[src/hdl/ftc_pkg.sv]
// Constants of the fan tachometer counter: offsets, fields, reset values.
// Assumes an APB master with 32-bit data and one clock, pclk.
`default_nettype none

package ftc_pkg;
   // ***************************************
   // Register map
   // ***************************************
   localparam logic [7:0] FTC_SPEED_OFF   = 8'h00;
   localparam logic [7:0] FTC_PRELOAD_OFF = 8'h04;
   localparam logic [7:0] FTC_CONFIG_OFF  = 8'h08;

   // ***************************************
   // Fields and reset values
   // ***************************************
   localparam int         FTC_DIV_LSB       = 4;
   localparam int         FTC_DIV_MSB       = 5;
   localparam logic [7:0] FTC_SPEED_RST     = 8'h00;
   localparam logic [7:0] FTC_PRELOAD_RST   = 8'h00;
   localparam logic [1:0] FTC_DIV_RST       = 2'h2;
   localparam int         FTC_CNT_W         = 8;
   localparam int         FTC_PRESCALE_W    = 3;
endpackage : ftc_pkg

`default_nettype wire

[src/hdl/ftc_tick_if.sv]
// Interface between the register core and the count clock prescaler.
// Assumes both ends run on pclk.
`default_nettype none

interface ftc_tick_if;
   logic [1:0] div_sel;
   logic       tick;
   modport src  (input div_sel, output tick);
   modport user (output div_sel, input tick);
endinterface : ftc_tick_if

`default_nettype wire

[src/hdl/ftc_prescaler.sv]
// Count clock prescaler: one-cycle tick every 1, 2, 4 or 8 clocks.
// Assumes pclk and an active-low asynchronous reset.
`default_nettype none

module ftc_prescaler (
   input  wire logic    pclk,
   input  wire logic    presetn,
   ftc_tick_if.src      tk
);
   logic [ftc_pkg::FTC_PRESCALE_W-1:0] cnt_ff;
   logic [ftc_pkg::FTC_PRESCALE_W-1:0] mask;
   logic                               tick_ff;

   // ***************************************
   // Divider
   // ***************************************
   // Mask of low bits that must all be one: 0, 1, 3 or 7
   always_comb begin
      case (tk.div_sel)
         2'h0:    mask = 3'h0;
         2'h1:    mask = 3'h1;
         2'h2:    mask = 3'h3;
         default: mask = 3'h7;
      endcase
   end

   always_ff @(posedge pclk or negedge presetn) begin
      if (!presetn) begin
         cnt_ff <= 3'h0;
      end else begin
         cnt_ff <= cnt_ff + 3'h1;
      end
   end

   always_ff @(posedge pclk or negedge presetn) begin
      if (!presetn) begin
         tick_ff <= 1'b0;
      end else begin
         tick_ff <= ((cnt_ff & mask) == mask);
      end
   end

   assign tk.tick = tick_ff;
endmodule : ftc_prescaler

`default_nettype wire

[src/hdl/ftc_fan_tach.sv]
// Fan tachometer counter with an APB register slave.
// Assumes tach_in is already synchronous to pclk; one pulse is rising edge to rising edge.
`default_nettype none

module ftc_fan_tach #(
   parameter int CNT_W = ftc_pkg::FTC_CNT_W
) (
   input  wire logic        pclk,
   input  wire logic        presetn,
   input  wire logic        psel,
   input  wire logic        penable,
   input  wire logic        pwrite,
   input  wire logic [7:0]  paddr,
   input  wire logic [31:0] pwdata,
   output logic [31:0]      prdata,
   output logic             pready,
   output logic             pslverr,
   input  wire logic        tach_in
);
   // ***************************************
   // State
   // ***************************************
   ftc_tick_if tk ();

   logic [CNT_W-1:0] speed_ff;
   logic [CNT_W-1:0] nxt_speed;
   logic [CNT_W-1:0] preload_ff;
   logic [CNT_W-1:0] nxt_preload;
   logic [1:0]       div_ff;
   logic [1:0]       nxt_div;
   logic [CNT_W-1:0] run_ff;
   logic [CNT_W-1:0] nxt_run;
   logic             tach_prev_ff;
   logic             pulse_end;
   logic             run_full;
   logic             count_en;
   logic             setup_ph;
   logic             access_ph;
   logic             wr_en;
   logic             rd_en;
   logic             hit_speed;
   logic             hit_preload;
   logic             hit_config;
   logic             mapped;
   logic [31:0]      rd_word;
   logic [31:0]      prdata_ff;
   logic [31:0]      nxt_prdata;
   logic             pready_ff;
   logic             nxt_pready;
   logic             pslverr_ff;
   logic             nxt_pslverr;

   // ***************************************
   // Count clock prescaler
   // ***************************************
   ftc_prescaler u_prescaler (
      .pclk    (pclk),
      .presetn (presetn),
      .tk      (tk)
   );

   assign tk.div_sel = div_ff;

   // ***************************************
   // Tachometer edge detect
   // ***************************************
   // Pulse boundary is the rising edge; tach_in is taken as already synchronous
   assign pulse_end = tach_in & ~tach_prev_ff;

   always_ff @(posedge pclk or negedge presetn) begin
      if (!presetn) begin
         tach_prev_ff <= 1'b0;
      end else begin
         tach_prev_ff <= tach_in;
      end
   end

   // ***************************************
   // Running count
   // ***************************************
   assign run_full = (run_ff == {CNT_W{1'b1}});
   assign count_en = tk.tick & ~run_full;

   // Saturates so that a slow fan reads full scale at its next edge, never wraps to a fast reading
   always_comb begin
      nxt_run = run_ff;
      if (pulse_end) begin
         nxt_run = preload_ff;
      end else if (count_en) begin
         nxt_run = run_ff + 1'b1;
      end
   end

   always_ff @(posedge pclk or negedge presetn) begin
      if (!presetn) begin
         run_ff <= ftc_pkg::FTC_PRELOAD_RST;
      end else begin
         run_ff <= nxt_run;
      end
   end

   // ***************************************
   // Speed latch
   // ***************************************
   // A preload write mid-pulse spoils this pulse only, since the next reloads the new preload; software skips it
   always_comb begin
      nxt_speed = speed_ff;
      if (pulse_end) begin
         nxt_speed = run_ff;
      end
   end

   always_ff @(posedge pclk or negedge presetn) begin
      if (!presetn) begin
         speed_ff <= ftc_pkg::FTC_SPEED_RST;
      end else begin
         speed_ff <= nxt_speed;
      end
   end

   // ***************************************
   // APB decode
   // ***************************************
   assign setup_ph    = psel & ~penable;
   assign access_ph   = psel & penable;
   assign wr_en       = access_ph & pwrite & pready_ff;
   assign rd_en       = setup_ph & ~pwrite;
   assign hit_speed   = (paddr == ftc_pkg::FTC_SPEED_OFF);
   assign hit_preload = (paddr == ftc_pkg::FTC_PRELOAD_OFF);
   assign hit_config  = (paddr == ftc_pkg::FTC_CONFIG_OFF);
   assign mapped      = hit_speed | hit_preload | hit_config;

   // ***************************************
   // Preload register
   // ***************************************
   always_comb begin
      nxt_preload = preload_ff;
      if (wr_en && hit_preload) begin
         nxt_preload = pwdata[CNT_W-1:0];
      end
   end

   always_ff @(posedge pclk or negedge presetn) begin
      if (!presetn) begin
         preload_ff <= ftc_pkg::FTC_PRELOAD_RST;
      end else begin
         preload_ff <= nxt_preload;
      end
   end

   // ***************************************
   // Divisor field
   // ***************************************
   // Only the divisor bits are stored; the rest of the word reads back zero
   always_comb begin
      nxt_div = div_ff;
      if (wr_en && hit_config) begin
         nxt_div = pwdata[ftc_pkg::FTC_DIV_MSB:ftc_pkg::FTC_DIV_LSB];
      end
   end

   always_ff @(posedge pclk or negedge presetn) begin
      if (!presetn) begin
         div_ff <= ftc_pkg::FTC_DIV_RST;
      end else begin
         div_ff <= nxt_div;
      end
   end

   // ***************************************
   // Read data select
   // ***************************************
   always_comb begin
      rd_word = 32'h0;
      case (paddr)
         ftc_pkg::FTC_SPEED_OFF:   rd_word[CNT_W-1:0] = speed_ff;
         ftc_pkg::FTC_PRELOAD_OFF: rd_word[CNT_W-1:0] = preload_ff;
         ftc_pkg::FTC_CONFIG_OFF:  rd_word[ftc_pkg::FTC_DIV_MSB:ftc_pkg::FTC_DIV_LSB] = div_ff;
         default:                  rd_word = 32'h0;
      endcase
   end

   // ***************************************
   // APB response
   // ***************************************
   // Answer is ready in the first access cycle: zero wait states
   always_comb begin
      nxt_pready  = setup_ph;
      nxt_pslverr = setup_ph & ~mapped;
      nxt_prdata  = 32'h0;
      if (rd_en) begin
         nxt_prdata = rd_word;
      end
   end

   always_ff @(posedge pclk or negedge presetn) begin
      if (!presetn) begin
         pready_ff <= 1'b0;
      end else begin
         pready_ff <= nxt_pready;
      end
   end

   always_ff @(posedge pclk or negedge presetn) begin
      if (!presetn) begin
         pslverr_ff <= 1'b0;
      end else begin
         pslverr_ff <= nxt_pslverr;
      end
   end

   // Read data falls to zero outside the access cycle so stale values never linger
   always_ff @(posedge pclk or negedge presetn) begin
      if (!presetn) begin
         prdata_ff <= 32'h0;
      end else begin
         prdata_ff <= nxt_prdata;
      end
   end

   // ***************************************
   // Outputs
   // ***************************************
   assign prdata  = prdata_ff;
   assign pready  = pready_ff;
   assign pslverr = pslverr_ff;
endmodule : ftc_fan_tach

`default_nettype wire

[config.mk]
export PLATFORM = sky130hd
export DESIGN_NAME = ftc_fan_tach
export DESIGN_NICKNAME = d
export VERILOG_FILES = /design/src/hdl/ftc_pkg.sv /design/src/hdl/ftc_tick_if.sv /design/src/hdl/ftc_prescaler.sv /design/src/hdl/ftc_fan_tach.sv
export SDC_FILE = /design/constraint.sdc
export NUM_CORES = 1
export LEC_CHECK = 0
export BUFFER_PORTS_ARGS = -buffer_cell sky130_fd_sc_hd__buf_2
export CELL_PAD_IN_SITES_DETAIL_PLACEMENT = 1
export CELL_PAD_IN_SITES_GLOBAL_PLACEMENT = 1
export CORE_ASPECT_RATIO = 0.8
export CORE_MARGIN = 1.5
export CORE_UTILIZATION = 32
export CTS_BUF_LIST = sky130_fd_sc_hd__clkbuf_4 sky130_fd_sc_hd__clkbuf_8
export CTS_CLUSTER_DIAMETER = 150
export CTS_CLUSTER_SIZE = 24
export DETAILED_ROUTE_END_ITERATION = 8
export GPL_TIMING_DRIVEN = 0
export PLACE_DENSITY_LB_ADDON = 0.1
export SYNTH_ARGS = -nofsm -noshare
export SYNTH_HDL_FRONTEND = slang
export SYNTH_SLANG_ARGS = --single-unit
[constraint.sdc]
create_clock -name pclk -period 1.4 [get_ports pclk]
set_input_delay 0.14 -clock pclk [delete_from_list [all_inputs] [get_ports pclk]]
set_output_delay 0.14 -clock pclk [all_outputs]
set_load 0.02 [all_outputs]
# [Word-level counts from Yosys, hierarchy flattened]
# Index checks and enable logic that the tools add are counted.
# W data, S select, Z words.
[totals] ram_bits=0 rom_bits=0 wordCells=46 input_bits=46 register_bits=65 output_inout_bits=34 latch_bits=0 mem_count=0
[classes] n_bitwise=16 eq_ne=6 n_lt_le_gt_ge=0 n_shift=0 add_sub_neg=2 mul=0 muxes=7 n_div=0 reduce_logical=5
[ops] operator="$mux W8" n=3
[ops] operator="$pmux W3 S3" n=1
[ops] operator="$add A8 B1 Y8 const B" n=1
[ops] operator="$and A1 B1 Y1" n=8
[ops] operator="$eq A8 B3 Y1 const B" n=1
[ops] operator="$eq A8 B4 Y1 const B" n=1
[ops] operator="$eq A8 B8 Y1 const B" n=1
[ops] operator="$logic_not A8 Y1" n=1
[ops] operator="$pmux W4 S2" n=1
[ops] operator="$pmux W2 S3" n=1
[ops] operator="$not A1 Y1" n=5
[ops] operator="$pmux W2 S2" n=1
[ops] operator="$add A3 B1 Y3 const B" n=1
[ops] operator="$and A3 B3 Y3" n=1
[ops] operator="$eq A3 B3 Y1" n=1
[ops] operator="$eq A2 B1 Y1 const B" n=1
[ops] operator="$eq A2 B2 Y1 const B" n=1
[ops] operator="$logic_and A1 B1 Y1" n=2
[ops] operator="$logic_not A2 Y1" n=1
[ops] operator="$or A1 B1 Y1" n=2
[ops] operator="$reduce_bool A2 Y1" n=1

# [Longest topological paths before layout]
# Gate-level depths: netlist (run 1).
[logic_depth] word_depth=5 depth_mapped=5 mapped_depth_nobuf=5

# [Modules after synthesis]
# Synthesis (run 1) repeated with hierarchy kept, for this count alone.
[unflattened] hier_cells=194 hier_area_um2=2030.7
[modules_own_cells] module="ftc_fan_tach" seq_area_each_um2=927.1 instances=1 cells_each=183 area_per_inst_um2=1885.6
[modules_own_cells] module="ftc_prescaler" seq_area_each_um2=100.1 instances=1 cells_each=11 area_per_inst_um2=145.1

# [Least setup slack after synthesis (run 1)]
# No wires, ideal clock.
[synth_path] path_type="in2reg" start="input paddr[7]" end="register preload_ff[0]" t_required_ns=1.275 t_arrival_ns=1.366 setup_time_ns=0.125 path_stages=4 n_path_buf=0 slack_ns=-0.091 cell_sequence="or4_4 > nor3_4 > nand4b_4 > mux2_2"
[synth_via] elab_chain_cells=2
[synth_lines] element="start, declared" line_no="ftc_fan_tach.sv:13" text="input wire logic [7:0] paddr,"
[synth_lines] element="$eq A8 B3 Y1" line_no="ftc_fan_tach.sv:129" text="assign hit_preload = (paddr == ftc_pkg::FTC_PRELOAD_OFF);"
[synth_lines] element="$logic_and A1 B1 Y1" line_no="ftc_fan_tach.sv:138" text="if (wr_en && hit_preload) begin"
[synth_lines] element="end signal, assigned" line_no="ftc_fan_tach.sv:145" text="preload_ff <= ftc_pkg::FTC_PRELOAD_RST;"
[synth_lines] element="end signal, assigned" line_no="ftc_fan_tach.sv:147" text="preload_ff <= nxt_preload;"
[synth_lines] element="end, declared" line_no="ftc_fan_tach.sv:27" text="logic [CNT_W-1:0] preload_ff;"
# No other way between the ends.
# A chain may end at the register's enable or synchronous reset.

# [Final worst setup path (run 1)]
# Ends and elaborated chain as after synthesis.

==> run summary, run 1 <==
Setup crit start kind: input port
Clk_skew: 0.00570 ns
Crit-path cells: buf_6, or4_4, nor3_4, nand4b_4, mux2_4
Clk_lat worst skew: 0.29 ns
First drt pass iteration count: 3
Met1 WL: 2250 µm
Worst hold path type: in2async
CP endpoint kind: register
CTS Buf Count: 5
Status: finished with violations
Number of I/O pins: 80
Vias post-DR: 1514
Int Pwr: 0.00210 W
Seq pwr share: 48.8%
Synth Cell Area: 2000 µm²
Comb power frac: 16.0%
Area Growth Syn to Fin: 28.2%
VDD IR max: 0.462 mV
Slowest stage delay, CP: 0.53 ns
Row count: 25
Post-Syn Area per Cell: 10.3 µm²
Hold WS: -0.0110 ns
Initial DRC Count: 38
Slowest cell on crit path: or4_4
H-tree depth: 2
Final hold vios: 36
LEAKAGE: 1.36 nW
First-pass GRT wire length: 7450 µm
Starting Density: 33.4%
CP Max Fanout: 8
CTS root buf: clkbuf_8
Layout cells sized above 1: 35.7%
Die W: 91.3 µm
Crit share post-route: 98.4%
Die Y: 73.7 µm
Max-Cap Viols: 0
Failing checks: hold timing
Vias in the first global route: 1473
Largest net degree at the start of global routing: 42
Pwr dens: 1120 nW/µm²
Routed WL: 4470 µm
Port Buffer Count: 31
Max frequency: 726 MHz
Detail Route Antenna Nets: 0
Reg2reg path depth: 5
Sink Count: 41
Initial antenna violation count: 0
Post-synthesis async set-or-reset flop share: 100%
Core box area: 5970 µm²
Slew HR: 37.8%
Detailed Place HPWL: 3310 µm
Top FF cell, synth: dfrtp_1
Ant. Diodes: 0
Warnings from Yosys: 0
Slew @ Worst Pin: 0.933 ns
Clock Tree Buf Depth: 2
#FFs+latches synth: 41
Switching power: 0.000765 W
Top routing layer used: met4
CP Buf/Inv Count: 1
Post-synth EDFFs: 0
Drt wl/cell: 13.0 µm
Vias per Instance: 4.40
Worst Path Arrival: 1.56 ns
Fin crit period: 1.38 ns
Synth Instances: 194
Worst Path Required: 1.58 ns
RSZ-0062 raised after global routing: true
# setup viols final: 0
Seq/Total Area, Yosys: 51.4%
Tot Pwr: 0.00287 W
Family with the most delay on the worst path: simple AND/OR/NAND/NOR gates
Tot GR Track Use: 14.5%
Clock transition at path regs: 0.08 ns
DIE AREA: 6730 µm²
Clock Power Share: 35.2%
Met2 WL post-DR: 1960 µm
Switching Share: 26.7%
CTS tree: built
CP Class: in2reg
Final Wtd Congestion: 0.770
Synth cell types: 32
Grt ovf: 0
Setup TNS Final: 0 ns
Routed length on met3: 209 µm
Slew Viols, Final: 0
Residual DRC: 0
Worst reg2reg path startpoint: run_ff[0]
Final #Nets: 310
Flop2flop setup slack: 0.05 ns
Reg-to-reg endpoint: run_ff[1]
sequential cells by signal, summed over array words and instances, names as in the netlist:
register and flops:
run_ff 8, pslverr 1, tach_prev_ff 1, preload_ff 8, pready 1, div_ff 2, prdata 8, u_prescaler.cnt_ff 3
speed_ff 8, u_prescaler.tk.tick 1
power by group through the flow:
| stage | clock network (W) | logic, W | registers, W |
|---|---|---|---|
| 2_1_floorplan | 0 | 0.000295 | 0.00139 |
| 3_3_place_gp | 0 | 0.000399 | 0.00142 |
| 3_5_place_dp | 0 | 0.000405 | 0.00142 |
| 4_1_cts | 0.00104 | 0.000421 | 0.00140 |
| 5_1_grt | 0.00109 | 0.000510 | 0.00142 |
| 6_report | 0.00101 | 0.000459 | 0.00140 |
Yosys cell counts, types with 2 or more instances:
| cell type | n | area [µm²] |
|---|---|---|
| nor2b_1 | 2 | 12.5 |
| nand3_1 | 4 | 20.0 |
| a21oi_1 | 5 | 25.0 |
| mux2_2 | 10 | 113 |
| nor2_1 | 20 | 75.1 |
| and4_1 | 2 | 17.5 |
| nand2b_1 | 3 | 18.8 |
| nand4_1 | 5 | 31.3 |
| dfrtp_1 | 40 | 1000 |
| buf_4 | 25 | 188 |
| inv_1 | 3 | 11.3 |
| nand2_1 | 35 | 131 |
| xor2_1 | 3 | 26.3 |
| mux2i_1 | 9 | 90.1 |
| ha_1 | 2 | 25.0 |
| o21ai_0 | 8 | 40.0 |
| clkbuf_1 | 3 | 11.3 |
worst max path at each step:
stage              from             to  depth (start not counted)
2_1_floorplan  paddr[7]  preload_ff[0]                          4
3_3_place_gp   paddr[7]  preload_ff[1]                          5
3_5_place_dp   paddr[7]  preload_ff[6]                          5
4_1_cts        paddr[7]  preload_ff[0]                          5
5_1_grt        paddr[7]  preload_ff[0]                          5
6_report       paddr[7]  preload_ff[0]                          5
metrics by stage:
stage | setup slack [ns] | hold slack (ns) | std cells | area [µm²] | util [%]
3_3_place_gp | -0.362 | 0.278 | 329 | 2340 | 39.2
6_report | 0.0222 | -0.0110 | 344 | 2560 | 42.8
3_5_place_dp | -0.357 | 0.282 | 329 | 2340 | 39.2
4_1_cts | 0.00721 | 0.0220 | 340 | 2510 | 42.1
5_1_grt | -0.0347 | 0.0518 | 344 | 2560 | 42.8
2_1_floorplan | -0.0911 | -0.156 | 217 | 2080 | -
cell usage in the layout, fill, tap and decap left out, types with 2 or more instances in the layout:
master    netlist  final
nand3_1         4      4
conb_1          1     24
mux2_2         10      9
dfrtp_2         0      4
and4_1          2      2
nor2_1         20     19
nand2_1        35     35
nand4_1         5      5
nand2b_1        3      3
o21ai_0         8      8
dfrtp_1        40     36
a21oi_1         5      5
buf_2           0     30
xor2_1          3      3
clkbuf_4        0      2
nor2b_1         2      2
mux2i_1         9      9
inv_1           3      3
buf_4          25     32
clkbuf_8        0      6
final cells by class:
cell class                      instances  area (µm²)
Clock inverter                          1        30.0
Multi-Input combinational cell        145         871
Clock buffer                            7        90.1
Fill cell                             720        3410
Sequential cell                        41        1030
Inverter                                3        11.3
Timing Repair Buffer                   38         216
Buffer                                 28         208
Tap cell                               81         101
kinds of logic after synthesis:
kind of cell,share of synthesized area (%)
flops,51.4
fa+ha+maj,1.25
other cells,0.188
buf+inv,10.5
xor+xnor,1.75
mux,10.2
simple gates,19.0
compound gates,5.64
routing by layer:
layer | GRT usage, % | up-vias
met5 | 0 | -
met4 | 4.69 | 0
met3 | 3.42 | 7
met2 | 22.3 | 39
met1 | 20.3 | 723
li1 | - | 745
repair_timing:
item | 4_1_cts | 5_1_grt
hold buffers | 1 | 0
buffers inserted | 2 | 4
hold endpoints to repair | 1 | 0
pin swaps | 0 | 6
endpoints found under the setup margin | 21 | 28
resized for setup | 8 | 11
(Power assumes the default switching activity.)
==> run 2: changes to the inputs <==
- BUFFER_PORTS_ARGS: -buffer_cell sky130_fd_sc_hd__buf_2 -> -buffer_cell sky130_fd_sc_hd__clkbuf_2
- RECOVER_POWER: default -> 25
==> run summary, run 2 (synthesis gave the netlist of run 1 again) <==
Status: finished with violations
Failing checks: setup timing
Pwr dens: 1060 nW/µm²
Final hold vios: 0
Area Growth Syn to Fin: 25.6%
Number of I/O pins: 80
Placed cell count: 329
Crit-path cells: clkbuf_2, or4_4, nor3_4, nand4b_4, mux2_2
Final #Nets: 308
Tot Pwr: 0.00265 W
Starting Density: 33.4%
CP endpoint kind: register
Vias per Instance: 4.39
Clk_lat worst skew: 0.28 ns
Family with the most delay on the worst path: simple AND/OR/NAND/NOR gates
Grt ovf: 0
Initial antenna violation count: 0
Worst Path Arrival: 1.57 ns
Slew @ Worst Pin: 1.04 ns
Row count: 25
Layout fillers: 708
Layout cells sized above 1: 35.4%
Clock transition at path regs: 0.07 ns
Vias in the first global route: 1501
RSZ-0062 raised after global routing: true
Max frequency: 712 MHz
LEAKAGE: 1.33 nW
Sequential Area: 1030 µm²
H-tree depth: 2
Die Y: 73.7 µm
Port Buffer Count: 31
Slew HR: 30.8%
First drt pass iteration count: 2
Worst Path Required: 1.57 ns
Worst hold path type: in2async
Slowest stage delay, CP: 0.53 ns
CP Class: in2reg
Setup TNS Final: -0.00571 ns
Die W: 91.3 µm
Vias post-DR: 1497
VDD IR max: 0.467 mV
CP Buf/Inv Count: 1
Detail Route Antenna Nets: 0
Reg-to-reg endpoint: run_ff[6]
# setup viols final: 3
Slew Viols, Final: 0
Worst reg2reg path startpoint: run_ff[1]
Slowest cell on crit path: or4_4
Final std cells w/o fill: 341
Setup crit start kind: input port
DIE AREA: 6730 µm²
Flop2flop setup slack: 0.06 ns
Sink Count: 41
Clk_skew: 0.00214 ns
Initial DRC Count: 38
Residual DRC: 0
Max-Cap Viols: 0
Reg2reg path depth: 5
CP Launch Point: paddr[7]
Ant. Diodes: 0
CTS Buf Count: 5
CP Max Fanout: 8
Post-route core utilization: 42.0%
Hold WS: 0.0280 ns
Commonest non-fill, non-tap cells in the layout: dfrtp_1 (36), nand2_1 (35), clkbuf_2 (31)
CTS root buf: clkbuf_8
Tot GR Track Use: 14.2%
CTS tree: built
Detailed Place HPWL: 3350 µm
Core box area: 5970 µm²
Final Wtd Congestion: 0.767
Multi-input logic area: 872 µm²
Fin crit period: 1.40 ns
Most common cell after layout, fill and taps aside: dfrtp_1
Routed WL: 4490 µm
Clock Tree Buf Depth: 2
Drt wl/cell: 13.2 µm
Largest net degree at the start of global routing: 42
First-pass GRT wire length: 7390 µm
Setup ws final: -0.00403 ns
Crit share post-route: 100%
[run 2: metal layers]
layer	vias to the layer above	wire length [µm]	GRT usage (%)
li1	738	-	-
met4	0	10	2.60
met5	-	0	0
met3	2	216	3.62
met2	37	2030	23.5
met1	720	2230	19.2
[run 2: how the worst max path moves through the flow]
stage               endpoint  slack, ns  cells past startpoint
2_1_floorplan  preload_ff[0]      -0.09                      4
3_3_place_gp   preload_ff[1]      -0.35                      5
3_5_place_dp   preload_ff[4]      -0.35                      5
4_1_cts        preload_ff[0]      -0.02                      5
5_1_grt        preload_ff[2]      -0.09                      5
6_report       preload_ff[4]     -0.004                      5
[run 2: where the power goes]
group / total, W / switching [W] / internal, W / leakage (nW)
Combinational: 0.000449 / 0.000239 / 0.000210 / 0.747
Clock: 0.000788 / 0.000377 / 0.000411 / 0.0477
Sequential: 0.00141 / 0.000123 / 0.00129 / 0.532
Total: 0.00265 / 0.000739 / 0.00191 / 1.33
[run 2: through the flow]
step	setup WS (ns)	area (µm²)
global route	-0.0860	2510
global placement	-0.346	2340
CTS	-0.0160	2470
finish	-0.00403	2510
detailed placement	-0.345	2340
floorplan	-0.0911	2080
[run 2: final cells by class]
cell class                      instances  area share (%)
Timing Repair Buffer                   36            7.73
Clock buffer                            7            3.59
Tap cell                               81            4.04
Inverter                                3           0.449
Sequential cell                        41            41.1
Multi-Input combinational cell        145            34.8
Buffer                                 28            8.28
[run 2: worst reg2reg max path: stages, from the launching register on]
cell and delay (ns):
dfrtp_2 0.43, ha_4 0.17, and3_1 0.16, nand4_1 0.14
nor4b_2 0.24, a211oi_1 0.07
[run 2: repair_timing]
item / in CTS / in global routing
setup buffers: 1 / 3
cloned: 0 / 0
hold buffers: 1 / 0
pin swaps: 0 / 6
resized for setup: 7 / 12
setup endpoints to repair: 22 / 22
hold endpoints to repair: 1 / 0
